==> src/verilog/nps_pkg.sv <==
package nps_pkg;

  // ***************************************************
  // time base and timing constants
  // ***************************************************
  localparam int CLK_MHZ        = 50;                 // ref_clk rate
  localparam int CLK_NS         = 20;                 // ref_clk period
  localparam int WIDTH_MIN_NS   = 20;                 // shortest pulse, 0.02 us
  localparam int WIDTH_MAX_NS   = 20020;              // longest pulse, 20.02 us
  localparam int WIDTH_MIN_CYC  = (WIDTH_MIN_NS + CLK_NS - 1) / CLK_NS;
  localparam int WIDTH_MAX_CYC  = WIDTH_MAX_NS / CLK_NS;
  localparam int SYNC_NS        = 1000;               // scope trigger, about 1 us
  localparam int SYNC_CYC       = SYNC_NS / CLK_NS;
  localparam int BLANK_TAIL_NS  = 200;                // blanking overhang after a pulse
  localparam int BLANK_TAIL_CYC = BLANK_TAIL_NS / CLK_NS;
  localparam int DELAY_MIN_US   = 100;                // 0.0001 s
  localparam int DELAY_MAX_US   = 9999000;            // 9.999 s
  localparam int PERIOD_MIN_US  = 200;                // 0.2 ms
  localparam int PERIOD_MAX_US  = 100000000;          // 100 s
  localparam int MAX_SECOND     = 100;                // most second pulses

  // ***************************************************
  // field widths
  // ***************************************************
  localparam int WW = 10;                             // width counter bits
  localparam int TW = 33;                             // long time counter bits
  localparam int NW = 7;                              // pulse count bits

  // settings from the front panel
  typedef struct packed {
    logic [WW-1:0] first_width;     // cycles
    logic [WW-1:0] second_width;    // cycles
    logic [TW-1:0] delay;           // cycles, first to first second pulse
    logic [TW-1:0] period;          // cycles, internal repetition
    logic [NW-1:0] second_count;    // 0..100
    logic          manual_period;   // period set to manual
    logic          sync_on_second;  // trigger on second pulses
    logic          first_enable;
    logic          second_enable;
    logic          quadrature_shift_disable;
  } nps_cfg_t;

  // outputs towards synthesizer, receiver and scope
  typedef struct packed {
    logic gate_i;
    logic gate_q;
    logic blank;
    logic sync;
  } nps_out_t;

endpackage : nps_pkg

==> src/verilog/nps_timer.sv <==
// Contract
// - exactly one first pulse per sequence
// - zero to 100 second pulses follow
// - both widths programmable 0.02 to 20.02 us
// - first-to-second delay 0.0001 to 9.999 s
// - internal mode repeats every programmed period
// - manual period: one sequence per button press
// - about 1 us sync on chosen pulse
// - enables mask gate outputs only, timing unchanged
// - second pulses on quadrature unless disabled
// - blanking covers pulse plus short overhang
// - external TTL start runs one sequence
// - pulses gate separate in-phase and quadrature outputs
`timescale 1ns/1ps

module nps_timer (
  // clock and reset
  input  wire logic            ref_clk,
  input  wire logic            rst,
  // settings, static levels from the panel
  input  wire nps_pkg::nps_cfg_t cfg,
  // start sources, asynchronous pins
  input  wire logic            manual_start,
  input  wire logic            ext_start,
  // pulse outputs
  output nps_pkg::nps_out_t    pulses,
  output logic                 busy
);

  // ***************************************************
  // start synchronisers and edge detection
  // ***************************************************
  logic [1:0] man_sync, ext_sync;
  logic       man_prev, ext_prev;
  logic [1:0] next_man_sync, next_ext_sync;
  logic       next_man_prev, next_ext_prev;
  logic       man_edge, ext_edge;

  // only the second stage feeds the edge detector
  always_comb begin
    next_man_sync = {man_sync[0], manual_start};
    next_ext_sync = {ext_sync[0], ext_start};
    next_man_prev = man_sync[1];
    next_ext_prev = ext_sync[1];
    man_edge      = man_sync[1] & ~man_prev;
    ext_edge      = ext_sync[1] & ~ext_prev;
  end

  always_ff @(posedge ref_clk or posedge rst) begin
    if (rst) begin
      man_sync <= 2'h0;
      ext_sync <= 2'h0;
      man_prev <= 1'b0;
      ext_prev <= 1'b0;
    end else begin
      man_sync <= next_man_sync;
      ext_sync <= next_ext_sync;
      man_prev <= next_man_prev;
      ext_prev <= next_ext_prev;
    end
  end

  // ***************************************************
  // repetition period counter
  // ***************************************************
  logic [nps_pkg::TW-1:0] per_cnt, next_per_cnt;
  logic                   per_tick;

  always_comb begin
    per_tick     = 1'b0;
    next_per_cnt = per_cnt + nps_pkg::TW'(1);
    if (cfg.manual_period) begin
      next_per_cnt = '0;
    end else if (per_cnt + nps_pkg::TW'(1) >= cfg.period) begin
      per_tick     = 1'b1;
      next_per_cnt = '0;
    end
  end

  always_ff @(posedge ref_clk or posedge rst) begin
    if (rst) per_cnt <= '0;
    else     per_cnt <= next_per_cnt;
  end

  // manual press starts one run; ext pulse starts one run
  logic start_req;
  assign start_req = per_tick | man_edge | ext_edge;

  // ***************************************************
  // sequence state machine
  // ***************************************************
  typedef enum logic [3:0] {
    NPS_IDLE   = 4'h1,
    NPS_FIRST  = 4'h2,
    NPS_WAIT   = 4'h4,
    NPS_SECOND = 4'h8
  } nps_state_t;

  nps_state_t             state, next_state;
  logic [nps_pkg::TW-1:0] tcnt, next_tcnt;
  logic [nps_pkg::NW-1:0] left, next_left;
  logic                   first_gap, next_first_gap;
  logic                   pulse_done, wait_done;
  logic [nps_pkg::NW-1:0] count_clip;

  // count clipped at the documented maximum
  assign count_clip = (cfg.second_count > nps_pkg::NW'(nps_pkg::MAX_SECOND))
                    ? nps_pkg::NW'(nps_pkg::MAX_SECOND) : cfg.second_count;
  assign pulse_done = (state == NPS_FIRST)
                    ? (tcnt[nps_pkg::WW-1:0] + nps_pkg::WW'(1) >= cfg.first_width)
                    : (tcnt[nps_pkg::WW-1:0] + nps_pkg::WW'(1) >= cfg.second_width);
  // first gap is tau; later gaps are twice tau
  assign wait_done  = first_gap ? (tcnt + nps_pkg::TW'(1) >= cfg.delay)
                                : (tcnt + nps_pkg::TW'(1) >= {cfg.delay[nps_pkg::TW-2:0], 1'b0});

  always_comb begin
    next_state     = state;
    next_tcnt      = tcnt + nps_pkg::TW'(1);
    next_left      = left;
    next_first_gap = first_gap;
    unique case (state)
      NPS_IDLE: begin
        next_tcnt = '0;
        // a start launches exactly one first pulse; starts mid-run ignored
        if (start_req) begin
          next_state     = NPS_FIRST;
          next_left      = count_clip;
          next_first_gap = 1'b1;
        end
      end
      NPS_FIRST, NPS_SECOND: begin
        if (pulse_done) begin
          next_tcnt = '0;
          if (left == '0) begin
            next_state = NPS_IDLE;
          end else begin
            next_state = NPS_WAIT;
          end
        end
      end
      NPS_WAIT: begin
        if (wait_done) begin
          next_tcnt      = '0;
          next_state     = NPS_SECOND;
          next_left      = left - nps_pkg::NW'(1);
          next_first_gap = 1'b0;
        end
      end
      default: begin
        next_state = NPS_IDLE;
        next_tcnt  = '0;
      end
    endcase
  end

  always_ff @(posedge ref_clk or posedge rst) begin
    if (rst) begin
      state     <= NPS_IDLE;
      tcnt      <= '0;
      left      <= '0;
      first_gap <= 1'b0;
    end else begin
      state     <= next_state;
      tcnt      <= next_tcnt;
      left      <= next_left;
      first_gap <= next_first_gap;
    end
  end

  // ***************************************************
  // output shaping: gates, blanking, sync
  // ***************************************************
  logic                   in_first, in_second, pulse_start;
  logic [7:0]             blank_cnt, next_blank_cnt;
  logic [7:0]             sync_cnt, next_sync_cnt;
  nps_pkg::nps_out_t      next_pulses;
  logic                   next_busy;

  assign in_first    = (next_state == NPS_FIRST);
  assign in_second   = (next_state == NPS_SECOND);
  assign pulse_start = (in_first & state != NPS_FIRST) | (in_second & state != NPS_SECOND);

  always_comb begin
    next_pulses = '0;
    // enables gate outputs only; quadrature unless disabled
    // separate I and Q gate outputs
    next_pulses.gate_i = (in_first & cfg.first_enable)
                       | (in_second & cfg.second_enable & cfg.quadrature_shift_disable);
    next_pulses.gate_q = in_second & cfg.second_enable & ~cfg.quadrature_shift_disable;
    // blank during pulse, then short overhang
    next_blank_cnt = (blank_cnt != '0) ? blank_cnt - 8'h01 : 8'h00;
    if (in_first | in_second) next_blank_cnt = 8'(nps_pkg::BLANK_TAIL_CYC);
    next_pulses.blank = in_first | in_second | (blank_cnt != '0);
    // sync on first or second pulse start
    next_sync_cnt = (sync_cnt != '0) ? sync_cnt - 8'h01 : 8'h00;
    if (pulse_start & (in_second == cfg.sync_on_second)) next_sync_cnt = 8'(nps_pkg::SYNC_CYC);
    next_pulses.sync = (next_sync_cnt != '0);
    next_busy = (next_state != NPS_IDLE);
  end

  always_ff @(posedge ref_clk or posedge rst) begin
    if (rst) begin
      pulses    <= '0;
      busy      <= 1'b0;
      blank_cnt <= 8'h00;
      sync_cnt  <= 8'h00;
    end else begin
      pulses    <= next_pulses;
      busy      <= next_busy;
      blank_cnt <= next_blank_cnt;
      sync_cnt  <= next_sync_cnt;
    end
  end

  // second pulse that belongs on the quadrature gate
  logic q_due;
  assign q_due = (state == NPS_SECOND) & cfg.second_enable & ~cfg.quadrature_shift_disable;
endmodule : nps_timer

==> config.mk <==
export PLATFORM = sky130hd
export DESIGN_NAME = nps_timer
export DESIGN_NICKNAME = d
export VERILOG_FILES = /design/src/verilog/nps_pkg.sv /design/src/verilog/nps_timer.sv
export SDC_FILE = /design/constraint.sdc
export NUM_CORES = 1
export LEC_CHECK = 0
export BUFFER_PORTS_ARGS = -buffer_cell sky130_fd_sc_hd__buf_2
export CORE_MARGIN = 2
export CORE_UTILIZATION = 59
export DETAILED_ROUTE_END_ITERATION = 8
export PLACE_DENSITY = 0.86
export REMOVE_ABC_BUFFERS = 1
export SYNTH_ARGS = -nofsm -noshare
export SYNTH_HDL_FRONTEND = slang
export SYNTH_SLANG_ARGS = --single-unit
==> constraint.sdc <==
create_clock -name ref_clk -period 5.39 [get_ports ref_clk]
set_input_delay 0.8085 -clock ref_clk [delete_from_list [all_inputs] [get_ports ref_clk]]
set_output_delay 0.8085 -clock ref_clk [all_outputs]
set_load 0.005 [all_outputs]
== After elaboration in Yosys (flattened, before gate mapping) ==
Cells that the tools add are included.

* Logic and storage cells: 90
* Register bits after elaboration: 105

* Add/sub/neg operators: 6
* Equality and inequality tests: 12
* Bitwise gates (word level): 18
* Muxes and demuxes: 25
* $lt $le $gt $ge: 6
* Reductions and logical operators: 7

{| class="wikitable"
|+ Operators by type and width
! operator !! count
|-
| $mux W33 || 4
|-
| $ge A33 B33 Y1 || 3
|-
| $add A33 B1 Y33 const B || 2
|-
| $pmux W33 S2 || 1
|-
| $mux W8 || 4
|-
| $reduce_bool A8 Y1 || 3
|-
| $mux W7 || 3
|-
| $ge A10 B10 Y1 || 2
|-
| $sub A8 B1 Y8 const B || 2
|-
| $pmux W7 S2 || 1
|-
| $mux W4 || 3
|-
| $pmux W4 S3 || 1
|-
| $add A10 B1 Y10 const B || 1
|-
| $and A1 B1 Y1 || 9
|-
| $eq A4 B2 Y1 const B || 2
|-
| $eq A4 B4 Y1 const B || 2
|-
| $gt A7 B7 Y1 const B || 1
|-
| $logic_not A7 Y1 || 1
|-
| $sub A7 B1 Y7 const B || 1
|-
| $mux W1 || 6
|-
| $or A1 B1 Y1 || 6
|-
| $eq A4 B1 Y1 const B || 1
|-
| $eq A4 B3 Y1 const B || 1
|-
| $ne A2 B2 Y1 const B || 2
|-
| 10 further kinds || 12
|}

== Depth between registers and ports, before layout ==
* Depth after elaboration: 14
* Mapped depth: 18
* Mapped depth without buffers: 16

== Least setup slack after synthesis ==
Ideal clock, no wire load.

* Kind: register to register
* Start: register per_cnt[2] (netlist name)
* End: register blank_cnt[5]
* Arrival time: 3.831 ns
* Data required time: 5.319 ns
* Cell stages (with the launch flop): 18
* Setup slack: 1.487 ns
* Clock period less this slack: 3.903 ns
* Library setup time: 0.071 ns
* Path buffers: 2
* Cell sequence: dfrtp_1 -> and2_1 -> and4_1 -> and3_1 -> clkbuf_1 -> nand4_1 -> or3_1 -> xnor2_1 -> ha_1 -> a21oi_1 -> nand2_1 -> a221oi_1 -> nand3_1 -> o21ai_2 -> nand2b_1 -> or4b_1 -> buf_2 -> nor2_1

* Word-level cells in the longest chain between the ends: 11
* Elaborated cells on any way between the ends: 12

{| class="wikitable"
|+ Ends and longest elaborated chain
! item !! line !! text
|-
| from (decl) || nps_timer.sv:66 || <nowiki>logic [nps_pkg::TW-1:0] per_cnt, next_per_cnt;</nowiki>
|-
| from (signal assigned) || nps_timer.sv:82 || <nowiki>else per_cnt <= next_per_cnt;</nowiki>
|-
| $add A33 B1 Y33 (*) || nps_timer.sv:74 || <nowiki>end else if (per_cnt + nps_pkg::TW'(1) >= cfg.period) begin</nowiki>
|-
| $ge A33 B33 Y1 (*) || nps_timer.sv:74 ||
|-
| $mux W1 (*) || nps_timer.sv:74 ||
|-
| $mux W1 (*) || nps_timer.sv:72 || <nowiki>if (cfg.manual_period) begin</nowiki>
|-
| $or A1 B1 Y1 (*) (2 in a row) || nps_timer.sv:87 || <nowiki>assign start_req = per_tick | man_edge | ext_edge;</nowiki>
|-
| $mux W4 (*) || nps_timer.sv:125 || <nowiki>if (start_req) begin</nowiki>
|-
| $pmux W4 S3 (*) || nps_timer.sv:121 || <nowiki>unique case (state)</nowiki>
|-
| net next_state[1] || nps_timer.sv:99 || <nowiki>nps_state_t state, next_state;</nowiki>
|-
| $eq A4 B2 Y1 / $eq A4 B4 Y1 (equally long branches) || nps_timer.sv:179, nps_timer.sv:180 ||
|-
| $or A1 B1 Y1 (*) || nps_timer.sv:192 || <nowiki>if (in_first | in_second) next_blank_cnt = 8'(nps_pkg::BLANK_TAIL_CYC);</nowiki>
|-
| $mux W8 (*) || nps_timer.sv:192 ||
|-
| net next_blank_cnt[5] || nps_timer.sv:174 || <nowiki>logic [7:0] blank_cnt, next_blank_cnt;</nowiki>
|-
| to (signal assigned) || nps_timer.sv:210 || <nowiki>blank_cnt <= next_blank_cnt;</nowiki>
|-
| to (decl) || nps_timer.sv:174 ||
|}

Mark *: on every way through the listed nets, which the timed path passes. The rest lies on a longest branch.
A chain may end at the register's enable or synchronous reset.

== Worst setup path after layout ==
* Start: register tcnt[2] (netlist name)
* End: register blank_cnt[7]

* Word-level cells in the longest chain between the ends: 8
* Elaborated cells on any way between the ends: 15

{| class="wikitable"
|+ Ends and longest elaborated chain
! item !! line !! text
|-
| from (decl) || nps_timer.sv:100 || <nowiki>logic [nps_pkg::TW-1:0] tcnt, next_tcnt;</nowiki>
|-
| from (signal assigned) || nps_timer.sv:164 || <nowiki>tcnt <= next_tcnt;</nowiki>
|-
| $add A33 B1 Y33 / $add A10 B1 Y10 (equally long branches) || -- ||
|-
| $ge A33 B33 Y1, or another cell as far along || nps_timer.sv:114 || <nowiki>: (tcnt + nps_pkg::TW'(1) >= {cfg.delay[nps_pkg::TW-2:0], 1'b0});</nowiki>
|-
| $mux W1 (on tied branches) || nps_timer.sv:113, nps_timer.sv:110 ||
|-
| $mux W4 (on tied branches) || nps_timer.sv:142, nps_timer.sv:132 ||
|-
| $pmux W4 S3 (*) || nps_timer.sv:121 ||
|-
| $eq A4 B2 Y1 / $eq A4 B4 Y1 (equally long branches) || nps_timer.sv:179, nps_timer.sv:180 ||
|-
| $or A1 B1 Y1 (*) || nps_timer.sv:192 ||
|-
| $mux W8 (*) || nps_timer.sv:192 ||
|-
| net next_blank_cnt[7] || nps_timer.sv:174 ||
|}

Marked as above.

==> run summary <==
The time the worst path needs with I/O delays and setup is 4.58 ns, and the total routing resource utilization after global routing is 24.8%. The area share of the leading cell type in the synthesized netlist came out at 33.0%. Once the clock tree was built, the resizer swapped 0 gates to a different size. The run gives 6504 as the via count of the first global-routing pass.

The run finished with clean final reports. The number of nets with antenna violations after routing is 0, and the upper clock frequency limit is 218 MHz. The kind of capture point of the worst setup path was a register. IR analysis of the VDD net gives a maximum drop of 0.190 mV. The max-slew violation total from the final report was 0. After floorplanning, the core was divided into 42 placement rows. The synthesized netlist occupies a cell area of 0.00789 mm^2.

The layout overhead on the synthesized area is 13.3%. The later pin in the worst-skew pair is clocked with a latency of 0.35 ns. The post-route netlist has 14.2% of its cells at a drive strength greater than 1. For the worst setup path, the data required time is 5.67 ns. The worst setup path is launched from a register. The most used flip-flop cell after synthesis was sky130_fd_sc_hd__dfrtp_1. The mean area per synthesized cell is 8.97 um^2. For the number of DRC markers in iteration 0, the log shows 419. Once layout is complete, the utilization of the core stands at 68.0%.

The worst setup skew after layout was 0.00591 ns; the iteration count of the initial detailed-routing pass was 5. Yosys printed 0 warnings. TritonCTS built the clock tree.

The total core area came out at 0.0131 mm^2. The quantity of I/O buffers inserted on ports is 106. Global routing finished with a remaining overflow of 0. Adding up every negative setup slack in the final design gives 0 ns.

The post-layout net count was 1217. The tools report the number of ports placed on the die boundary as 107. The count of clock tree sinks is 105. The tools report the number of antenna violations at the first check in global routing as 1. The number of flops mapped to enable cells by yosys was 0; the TritonCTS buffer count was 9.

For the number of vias in the routed layout, the log shows 6487. The post-cts hold buffer count was 0; the initial core utilization was 60.0%. Of all nets on the critical path, the largest fanout is 6.

No sink is reached through more buffers than the 2 on the longest clock path. The final clock period utilization by the worst path works out to 85.0%. The number of buffers added for setup after CTS was 0. The clock input transition at the sequential cells of the worst setup and hold paths was 0.07 ns; the remaining max-slew budget at the tightest pin was 42.1%. The die width is 120 um, and the final number of setup-violating endpoints is 0.

Async set-reset flop share out of synthesis: 100%. Counting instances in the post-synthesis netlist gives the leading cell types as sky130_fd_sc_hd__ha_1 (125), sky130_fd_sc_hd__inv_1 (105), sky130_fd_sc_hd__dfrtp_1 (104). For this run, design rule violations remaining after detail routing come to 0. The total power density per cell area was 238 mW/mm^2.

The run gives 0.0143 mm^2 as the total die area. sky130_fd_sc_hd__ha_1 is the most common cell in the netlist. Wires add up to 16.8 mm.

The cell sitting at the root of the clock tree is a sky130_fd_sc_hd__clkbuf_16. In this run the worst hold path is classified as register to register. The sequential-to-total area share from yosys stat is 33.3%, and the arrival time at the worst endpoint is 4.86 ns.

Ranked by total cell area, the synthesized netlist is headed by sky130_fd_sc_hd__dfrtp_1 (33%), sky130_fd_sc_hd__ha_1 (20%), sky130_fd_sc_hd__xnor2_1 (5.7%). The run gives 0 as the count of final hold-check violations. At the pin with the least slew margin, the transition time is 0.869 ns. The run gives 55 as the distinct cell type count of the synthesized netlist.

Pin count of the biggest net entering global routing: 73. The average wire length per cell after detail routing was 14.3 um. Setup repair after global routing left no endpoint under its margin. The first global-routing pass estimated 29.2 mm of wire. Synthesis produced 879 cells.

The leakage power figure was 4.79 nW. Summed over all nets, the half-perimeter wirelength after detailed placement is 13.3 mm. The H-tree was split into 3 levels. The tool flagged a number of max-cap violations equal to 0. Routability-driven placement finished with a final weighted congestion of 0.865. Using the TritonRoute via totals, the vias-per-cell ratio works out to 5.53. The type of the setup path with the least slack is register to register. The die height came out at 120 um. sky130_fd_sc_hd__dfrtp_1 takes more of the synthesized area than any other cell. In this run, synthesis produced a sequential element count of 105.
[per-layer routing]
layer / track usage [%] / part of all wire (%)
met3: 3.42 / 4.6
met5: 0 / 0
met4: 7.21 / 1.4
met1: 33.3 / 46
met2: 42.1 / 48
[final timing paths]
check	from	end	slack [ns]	cells after the start
worst max-delay path	tcnt[2]	blank_cnt[7]	0.81	16
worst min-delay path	ext_sync[0]	ext_sync[1]	0.36	0
worst max register to register	tcnt[2]	blank_cnt[7]	0.81	16
worst min register to register	ext_sync[0]	ext_sync[1]	0.36	0
max in group asynchronous	rst	state[0]	3.75	3
min in group asynchronous	rst	per_cnt[2]	0.65	2
[where the power goes]
group	leakage [nW]	internal, mW	switching (mW)
logic	3.27	0.221	0.271
registers	1.38	0.888	0.0919
clock network	0.142	0.355	0.301
[sequential cells by signal, indices dropped and copies added (netlist names)]
register	cells
busy	1
first_gap	1
state	4
ext_sync	2
man_sync	2
left	7
per_cnt	33
sync_cnt	8
pulses	4
blank_cnt	8
tcnt	33
man_prev	1
ext_prev	1
[per-stage QoR]
step	setup slack (ns)	hold WS (ns)	power (mW)	std cells	cell area, um^2
2_1_floorplan	1.38	0.331	1.33	868	7840
3_3_place_gp	0.991	0.349	1.46	1155	8630
4_1_cts	0.838	0.363	2.14	1171	8930
5_1_grt	0.236	0.371	2.25	1172	8930
3_5_place_dp	0.892	0.346	1.48	1155	8630
6_report	0.808	0.360	2.13	1172	8930
[cell usage in the layout, fill, tap and decap left out, drive strengths merged, types with 5 or more instances in the layout]
| master | count |
|---|---|
| ha | 125 |
| buf | 111 |
| inv | 107 |
| dfrtp | 104 |
| nand2 | 61 |
| a21oi | 56 |
| xnor2 | 51 |
| nor2 | 49 |
| nor2b | 40 |
| and2 | 34 |
| nand3 | 33 |
| o21ai | 31 |
| nand4 | 25 |
| xor2 | 22 |
| and3 | 19 |
| and4 | 13 |
| nor3 | 12 |
| clkbuf | 12 |
| or3 | 8 |
| nand2b | 8 |
| a21o | 6 |
| a221oi | 5 |
| o211ai | 5 |
| nor4b | 5 |
[cells by family (layout without fill, tap and decap cells)]
logic type,after synthesis,in the layout,synth area share [%]
other,0,1,0
muxes,1,1,0.127
and+or+nand+nor,328,328,22.8
adders and majority gates,125,125,19.8
xor gates and xnor gates,73,73,8.11
DFF,105,105,33.3
buffers and inverters,116,232,5.55
AOI/OAI and AO/OA,131,131,10.2
[cell type report]
cell class	instances	area [um^2]
diodes	1	2.50
inverters	105	397
multi-input cells	658	4820
fillers	1066	4200
repair buffers	111	568
well taps	176	220
clock buffers	12	267
clock inverters	4	32.5
flip-flops and latches	105	2630
[worst max-delay path, stage by stage (launching register included)]
cell and delay [ns]:
sky130_fd_sc_hd__dfrtp_1 0.40, sky130_fd_sc_hd__and4_1 0.24, sky130_fd_sc_hd__and3_1 0.21, sky130_fd_sc_hd__and4_1 0.32, sky130_fd_sc_hd__nand2b_1 0.19, sky130_fd_sc_hd__nor3_1 0.39
sky130_fd_sc_hd__and3_1 0.23, sky130_fd_sc_hd__xor2_1 0.23, sky130_fd_sc_hd__ha_1 0.30, sky130_fd_sc_hd__a21oi_1 0.18, sky130_fd_sc_hd__nand2_1 0.07, sky130_fd_sc_hd__a211oi_1 0.26
sky130_fd_sc_hd__o2111ai_1 0.22, sky130_fd_sc_hd__o21ai_0 0.37, sky130_fd_sc_hd__nor2_1 0.13, sky130_fd_sc_hd__or4b_1 0.63, sky130_fd_sc_hd__nor2_1 0.15
No activity file was read; power rests on OpenSTA's default activity.
